## src/verilog/fbdiv_pkg.sv

```systemverilog
package fbdiv_pkg;

  // Register map (byte addresses)
  localparam logic [7:0]  ADDR_FACTOR  = 8'h00;
  localparam logic [7:0]  ADDR_CTRL    = 8'h04;
  localparam logic [7:0]  ADDR_STATUS  = 8'h08;

  // Divider geometry
  localparam int          STAGES       = 3;
  localparam int          STAGE_W      = 4;
  localparam int          FACTOR_W     = 12;

  // Reset values
  localparam logic [11:0] FACTOR_RST   = 12'h064;
  localparam logic [3:0]  CTRL_RST     = 4'h0;

  // Control register fields
  localparam int          CTRL_RANGE_A = 0;
  localparam int          CTRL_RANGE_B = 1;
  localparam int          CTRL_BAND_HI = 2;
  localparam int          CTRL_HALF    = 3;

  // Status register fields
  localparam int          ST_COUNT_LSB = 0;
  localparam int          ST_LOAD_FF   = 12;
  localparam int          ST_PD_UP     = 13;
  localparam int          ST_PD_DN     = 14;
  localparam int          ST_GUARD     = 15;

  // Loop guard levels, millivolts
  localparam int          GUARD_TRIP_MV = 4000;
  localparam int          GUARD_MAX_MV  = 25000;

  // Phase detector states
  typedef enum logic [2:0] {
    PD_IDLE = 3'b001,
    PD_UP   = 3'b010,
    PD_DN   = 3'b100
  } pd_state_t;

endpackage : fbdiv_pkg

```

## src/verilog/pd_if.sv

```systemverilog
`timescale 1ns/1ns
interface pd_if;
  logic sig_rise;
  logic ref_rise;
  logic up;
  logic dn;
  modport ctl (output sig_rise, output ref_rise, input up, input dn);
  modport det (input sig_rise, input ref_rise, output up, output dn);
endinterface : pd_if

```

## src/verilog/pll_feedback_divider.sv

```systemverilog
`timescale 1ns/1ns
module pll_feedback_divider (
  input  wire logic        clk,
  input  wire logic        rst_n,
  input  wire logic        psel,
  input  wire logic        penable,
  input  wire logic        pwrite,
  input  wire logic [7:0]  paddr,
  input  wire logic [31:0] pwdata,
  output logic      [31:0] prdata,
  output logic             pready,
  output logic             pslverr,
  input  wire logic        osc_in,
  input  wire logic        ref_in,
  input  wire logic        tune_low,
  output logic             div_out,
  output logic             pd_out,
  output logic             pd_oe_n,
  output logic             guard_charge,
  output logic             range_a,
  output logic             range_b,
  output logic             band_hi,
  output logic             half_div
);

  localparam int SW = fbdiv_pkg::STAGE_W;
  localparam int NS = fbdiv_pkg::STAGES;

  logic [11:0]   factor_reg;
  logic [3:0]    ctrl_reg;
  logic [SW-1:0] stage_reg [NS];
  logic [SW-1:0] stage_next [NS];
  logic          load_ff_reg;
  logic          load_ff_next;
  logic          osc_q_reg;
  logic          ref_q_reg;
  logic [31:0]   prdata_reg;
  logic          pready_reg;
  logic          pslverr_reg;
  logic          div_out_reg;
  logic          pd_out_reg;
  logic          pd_oe_n_reg;
  logic          guard_reg;
  logic [3:0]    ctrl_out_reg;

  pd_if pdc ();

  ////////////////////////////////////////////////////////////////////////////
  // Bus decode
  wire        setup_ph   = psel && !penable;
  wire        access_ph  = psel && penable && pready_reg;
  wire        hit_factor = (paddr == fbdiv_pkg::ADDR_FACTOR);
  wire        hit_ctrl   = (paddr == fbdiv_pkg::ADDR_CTRL);
  wire        hit_status = (paddr == fbdiv_pkg::ADDR_STATUS);
  wire        mapped     = hit_factor || hit_ctrl || hit_status;
  wire        wr_factor  = access_ph && pwrite && hit_factor;
  wire        wr_ctrl    = access_ph && pwrite && hit_ctrl;
  wire [11:0] count_all  = {stage_reg[2], stage_reg[1], stage_reg[0]};

  wire [31:0] status_word = {16'h0000, guard_reg, pdc.dn, pdc.up,
                             load_ff_reg, count_all};
  wire [31:0] rd_mux =
      hit_factor ? {20'h00000, factor_reg} :
      hit_ctrl   ? {28'h0000000, ctrl_reg} :
      hit_status ? status_word : 32'h00000000;

  ////////////////////////////////////////////////////////////////////////////
  // Register file
  always_ff @(posedge clk or negedge rst_n) begin
    if (!rst_n) begin
      factor_reg <= fbdiv_pkg::FACTOR_RST;
      ctrl_reg   <= fbdiv_pkg::CTRL_RST;
    end else begin
      if (wr_factor)
        factor_reg <= pwdata[11:0];
      if (wr_ctrl)
        ctrl_reg <= pwdata[3:0];
    end
  end

  // No wait state: answer prepared during setup, ready in the first access cycle
  always_ff @(posedge clk or negedge rst_n) begin
    if (!rst_n) begin
      pready_reg  <= 1'b0;
      pslverr_reg <= 1'b0;
      prdata_reg  <= 32'h00000000;
    end else begin
      pready_reg  <= setup_ph;
      pslverr_reg <= setup_ph && !mapped;
      if (setup_ph)
        prdata_reg <= pwrite ? 32'h00000000 : rd_mux;
    end
  end

  ////////////////////////////////////////////////////////////////////////////
  // Input edges
  wire osc_rise = osc_in && !osc_q_reg;
  wire ref_rise = ref_in && !ref_q_reg;

  always_ff @(posedge clk or negedge rst_n) begin
    if (!rst_n) begin
      osc_q_reg <= 1'b0;
      ref_q_reg <= 1'b0;
    end else begin
      osc_q_reg <= osc_in;
      ref_q_reg <= ref_in;
    end
  end

  ////////////////////////////////////////////////////////////////////////////
  // Down-counter stages
  logic [NS:0]   borrow_in;
  logic [NS-1:0] stage_zero;
  logic [NS-1:0] borrow_n;

  assign borrow_in[0] = 1'b1;

  genvar i;
  generate
    for (i = 0; i < NS; i++) begin : g_stage
      assign stage_zero[i]  = (stage_reg[i] == '0);
      assign borrow_in[i+1] = borrow_in[i] && stage_zero[i];
      // low while stage empty and count high
      assign borrow_n[i]    = !(stage_zero[i] && osc_in);
      always_comb begin
        stage_next[i] = stage_reg[i];
        if (osc_rise) begin
          if (!load_ff_reg)
            stage_next[i] = factor_reg[i*SW +: SW];
          else if (borrow_in[i])
            stage_next[i] = stage_reg[i] - 4'h1;
        end
      end
      always_ff @(posedge clk or negedge rst_n) begin
        if (!rst_n)
          stage_reg[i] <= '0;
        else
          stage_reg[i] <= stage_next[i];
      end
    end
  endgenerate

  ////////////////////////////////////////////////////////////////////////////
  // Reload decode and load flip-flop
  // OR of upper borrows and low-stage bits 0, 2, 3
  // Borrows read at a count rise, while the count pulse is high
  wire upper_hold = borrow_n[1] | borrow_n[2];
  wire reload_d   = upper_hold | stage_reg[0][0] |
                    stage_reg[0][2] | stage_reg[0][3];

  always_comb begin
    load_ff_next = load_ff_reg;
    if (osc_rise) begin
      load_ff_next = load_ff_reg ? reload_d : 1'b1;
    end
  end

  always_ff @(posedge clk or negedge rst_n) begin
    if (!rst_n)
      load_ff_reg <= 1'b1;
    else
      load_ff_reg <= load_ff_next;
  end

  ////////////////////////////////////////////////////////////////////////////
  // Phase detector
  assign pdc.sig_rise = !load_ff_reg && load_ff_next;
  assign pdc.ref_rise = ref_rise;

  phase_detector u_pd (
    .clk   (clk),
    .rst_n (rst_n),
    .pd    (pdc)
  );

  ////////////////////////////////////////////////////////////////////////////
  // Output flops
  always_ff @(posedge clk or negedge rst_n) begin
    if (!rst_n) begin
      div_out_reg  <= 1'b1;
      pd_out_reg   <= 1'b0;
      pd_oe_n_reg  <= 1'b1;
      guard_reg    <= 1'b0;
      ctrl_out_reg <= fbdiv_pkg::CTRL_RST;
    end else begin
      div_out_reg  <= load_ff_next;
      pd_out_reg   <= pdc.up;
      pd_oe_n_reg  <= !(pdc.up || pdc.dn);
      guard_reg    <= tune_low;
      ctrl_out_reg <= ctrl_reg;
    end
  end

  assign prdata       = prdata_reg;
  assign pready       = pready_reg;
  assign pslverr      = pslverr_reg;
  assign div_out      = div_out_reg;
  assign pd_out       = pd_out_reg;
  assign pd_oe_n      = pd_oe_n_reg;
  assign guard_charge = guard_reg;
  assign range_a      = ctrl_out_reg[fbdiv_pkg::CTRL_RANGE_A];
  assign range_b      = ctrl_out_reg[fbdiv_pkg::CTRL_RANGE_B];
  assign band_hi      = ctrl_out_reg[fbdiv_pkg::CTRL_BAND_HI];
  assign half_div     = ctrl_out_reg[fbdiv_pkg::CTRL_HALF];

endmodule : pll_feedback_divider

```

## src/verilog/phase_detector.sv

```systemverilog
`timescale 1ns/1ns
module phase_detector (
  input  wire logic clk,
  input  wire logic rst_n,
  pd_if.det         pd
);

  fbdiv_pkg::pd_state_t state_reg;
  fbdiv_pkg::pd_state_t state_next;

  ////////////////////////////////////////////////////////////////////////////
  // rising edges only
  always_comb begin
    state_next = state_reg;
    case (state_reg)
      fbdiv_pkg::PD_IDLE: begin
        if (pd.ref_rise && !pd.sig_rise)
          state_next = fbdiv_pkg::PD_UP;
        else if (pd.sig_rise && !pd.ref_rise)
          state_next = fbdiv_pkg::PD_DN;
      end
      fbdiv_pkg::PD_UP: begin
        if (pd.sig_rise)
          state_next = fbdiv_pkg::PD_IDLE;
      end
      fbdiv_pkg::PD_DN: begin
        if (pd.ref_rise)
          state_next = fbdiv_pkg::PD_IDLE;
      end
      default: state_next = fbdiv_pkg::PD_IDLE;
    endcase
  end

  always_ff @(posedge clk or negedge rst_n) begin
    if (!rst_n)
      state_reg <= fbdiv_pkg::PD_IDLE;
    else
      state_reg <= state_next;
  end

  assign pd.up = (state_reg == fbdiv_pkg::PD_UP);
  assign pd.dn = (state_reg == fbdiv_pkg::PD_DN);

endmodule : phase_detector

```

## config.mk

```make
export PLATFORM = sky130hd
export DESIGN_NAME = pll_feedback_divider
export DESIGN_NICKNAME = d
export VERILOG_FILES = /design/src/verilog/fbdiv_pkg.sv /design/src/verilog/pd_if.sv /design/src/verilog/pll_feedback_divider.sv /design/src/verilog/phase_detector.sv
export SDC_FILE = /design/constraint.sdc
export NUM_CORES = 1
export LEC_CHECK = 0
export ABC_AREA = 1
export BUFFER_PORTS_ARGS = -buffer_cell sky130_fd_sc_hd__buf_2
export CELL_PAD_IN_SITES_DETAIL_PLACEMENT = 1
export CELL_PAD_IN_SITES_GLOBAL_PLACEMENT = 2
export CORE_ASPECT_RATIO = 0.9
export CORE_MARGIN = 8
export CORE_UTILIZATION = 26
export CTS_CLUSTER_DIAMETER = 200
export CTS_CLUSTER_SIZE = 25
export DETAILED_ROUTE_END_ITERATION = 12
export GPL_TIMING_DRIVEN = 0
export PLACE_DENSITY_LB_ADDON = 0.1
export SKIP_CTS_REPAIR_TIMING = 1
export SYNTH_ARGS = -nofsm -noshare
export SYNTH_HDL_FRONTEND = slang
export SYNTH_SLANG_ARGS = --single-unit
```

## constraint.sdc

```tcl
create_clock -name clk -period 1.2 [get_ports clk]
set_input_delay 0.06 -clock clk [delete_from_list [all_inputs] [get_ports clk]]
set_output_delay 0.06 -clock clk [all_outputs]
set_load 0.02 [all_outputs]
```

==> results.sh <==
export IMPL_drt_iter0_drc=99
export IMPL_coreArea_mm2=0.01130
export IMPL_die_area_mm2=0.01513
export IMPL_period_needed_ns=1.307
export IMPL_setup_slack_ns=-0.1075
export IMPL_antenna_found_initial=0
export IMPL_slew_headroom=0.4659
export IMPL_r2r_start="count_all[8]$_DFFE_PN0P_"
export IMPL_skew_ns=0.004088
export IMPL_clk_latency_ns=0.33
export IMPL_ys_ff_latch=59
export IMPL_hold_path_class="input pin to flip-flop"
export IMPL_status="complete, but fails checks"
export IMPL_die_h_um=117.5
export IMPL_arrival_ns=1.25
export IMPL_drt_wl_total_um=9150
export IMPL_syn_to_final_growth_pct=44.74
export IMPL_numCtsBuffers=9
export IMPL_max_cap_violations=0
export IMPL_syn_area_mm2=0.002975
export IMPL_fin_util=0.3813
export IMPL_post_drt_wl_per_cell_um=14.30
export IMPL_end_kind="primary output"
export IMPL_antenna_cells=0
export IMPL_placed_area_mm2=0.003513
export IMPL_initial_core_util=0.2634
export IMPL_yosysWarnings=0
export IMPL_clk_path_buf_depth=2
export IMPL_largest_register_ffs=16
export IMPL_reg2reg_slack_ns=-0.07
export IMPL_synthTopCellsByArea="dfrtp_1 (45%), nand2_1 (14%), nand3_1 (5.7%)"
export IMPL_leakagePower_nw=2.202
export IMPL_first_global_vias=2769
export IMPL_synth_ff_type="dfrtp_1"
export IMPL_grt_pass1_wl_um=14700
export IMPL_track_usage=0.1250
export IMPL_fin_cells=640
export IMPL_pin_count=90
export IMPL_grt_max_degree=60
export IMPL_rows=37
export IMPL_syn_avg_cell_area_um2=8.107
export IMPL_drc=0
export IMPL_crit_type="flip-flop to primary output"
export IMPL_syn_inst=367
export IMPL_powerDensity_mw_per_mm2=1660
export IMPL_ys_top_cells_by_count="nand2_1 (111), dfrtp_1 (53), inv_1 (41)"
export IMPL_viasPerCell=4.252
export IMPL_final_area_mm2=0.004307
export IMPL_synth_async_sr_flop_share=1.000
export IMPL_violations="negative hold slack, negative setup slack"
export IMPL_drtPass1Iterations=4
export IMPL_ys_types=29
export IMPL_yosys_area_top_type="dfrtp_1"
export IMPL_die_x_um=128.8
export IMPL_hpwl_um=6593
export IMPL_final_seq_area_mm2=0.001485
export IMPL_multi_input_area_mm2=0.001404
export IMPL_gp_congestion=0.7164
export IMPL_reg2reg_depth=7
export IMPL_finalMaxSlewViolations=0
export IMPL_dp_cells=591
export IMPL_htreeDepth=3
export IMPL_peakVddDrop_mv=0.6597
export IMPL_pre_cts_ws_ns=-0.3007
export IMPL_p_total_mw=7.151
export IMPL_synth_top_area_share=0.4458
export IMPL_max_slew_worst_pin_slew_ns=0.8011
export IMPL_clock_root_buffer="clkbuf_16"
export IMPL_clk_pin_slew_worst_paths_ns=0.05
export IMPL_yosysMostFrequentCell="nand2_1"
export IMPL_n_fill_cell=1370
export IMPL_cts_tree="built"
export IMPL_numPortBuffers=53
export IMPL_hold_viol=6
export IMPL_grt_overflow=0
export IMPL_num_nets_final=532
export IMPL_setup_viol=9
export IMPL_ant_nets=0
export IMPL_crit_fanout=3
export IMPL_cp_required_ns=1.14
export IMPL_num_vias=2721
export IMPL_worstSetupEndpoint="div_out"
export IMPL_start_kind="flip-flop"
export IMPL_period_share=1.090
export IMPL_rsz0062_at_grt="true"
export IMPL_clock_sinks=59
export IMPL_synth_edf_count=0
export IMPL_seq_area_frac_synth=0.4987
export IMPL_r2r_end="count_all[10]$_DFFE_PN0P_"
export IMPL_fmax_mhz=764.8
export IMPL_timing_hold_ws_ns=-0.01578
export IMPL_drive_gt1_frac=0.3719
-- how the worst min path moves through the flow --
stage,startpoint,to,depth (start not counted)
after CTS,tune_low,guard_charge$_DFF_PN0_,1
after detailed placement,tune_low,guard_charge$_DFF_PN0_,1
after global placement,tune_low,guard_charge$_DFF_PN0_,1
after global routing,pwdata[7],factor_reg[7]$_DFFE_PN0P_,3
after floorplan,rst_n,count_all[0]$_DFFE_PN0N_,0
final,pwdata[11],factor_reg[11]$_DFFE_PN0P_,3
-- where the power goes --
part | switching, mW | internal, mW
sequential | 0.224 | 2.28
clock | 0.935 | 1.39
combinational | 1.33 | 0.993
-- cells by family (layout without fill, tap and decap cells) --
family	after synthesis	in the layout	share of synthesized area
xor+xnor	3	3	0.008833
other cells	1	16	0.001260
buf+inv	69	171	0.1144
fa+ha+maj	5	5	0.02103
simple gates	177	177	0.2599
compound gates	53	53	0.09588
flops	59	59	0.4987
-- per-stage QoR --
stage	hold slack [ns]	TNS, ns
floorplan	-0.2356	-0.03339
CTS	-0.1725	-3.909
finish	-0.01578	-0.3972
global route	0.006245	-2.160
detailed placement	0.1723	-3.817
global placement	0.1691	-14.20
-- worst max-delay path: stages (launching register included) --
cell     delay (ns)
dfstp_2        0.56
buf_4          0.14
buf_6          0.09
buf_4          0.13
-- cells in the final DEF (no fill, tap or decap), types with 10 or more instances in the layout --
cell | netlist | final
o21ai_1 | 8 | 19
nand2_1 | 111 | 92
buf_2 | 2 | 51
buf_4 | 17 | 37
inv_2 | 5 | 11
dfrtp_1 | 53 | 52
dlygate4sd3_1 | 0 | 10
nand2_2 | 2 | 16
inv_1 | 41 | 34
clkbuf_16 | 0 | 10
o21ai_0 | 27 | 15
nand3_1 | 34 | 32
conb_1 | 1 | 16
nor2_1 | 16 | 12
-- layout make-up --
type / instances / area share
clock inverter: 6 / 0.009587
buffer: 23 / 0.04387
inverter: 46 / 0.04067
multi-input combinational: 254 / 0.3260
clock buffer: 10 / 0.05317
timing repair buffer: 86 / 0.1365
sequential: 59 / 0.3449
tap: 156 / 0.04532
-- per-layer routing --
metal	GRT usage	wire length, µm	up-vias
met5	0	0	-
met4	0.04182	131	0
met3	0.03487	363	9
met2	0.1968	4409	44
met1	0.1602	4245	1308
li1	-	-	1360
Power figures use the tool's default switching activity.
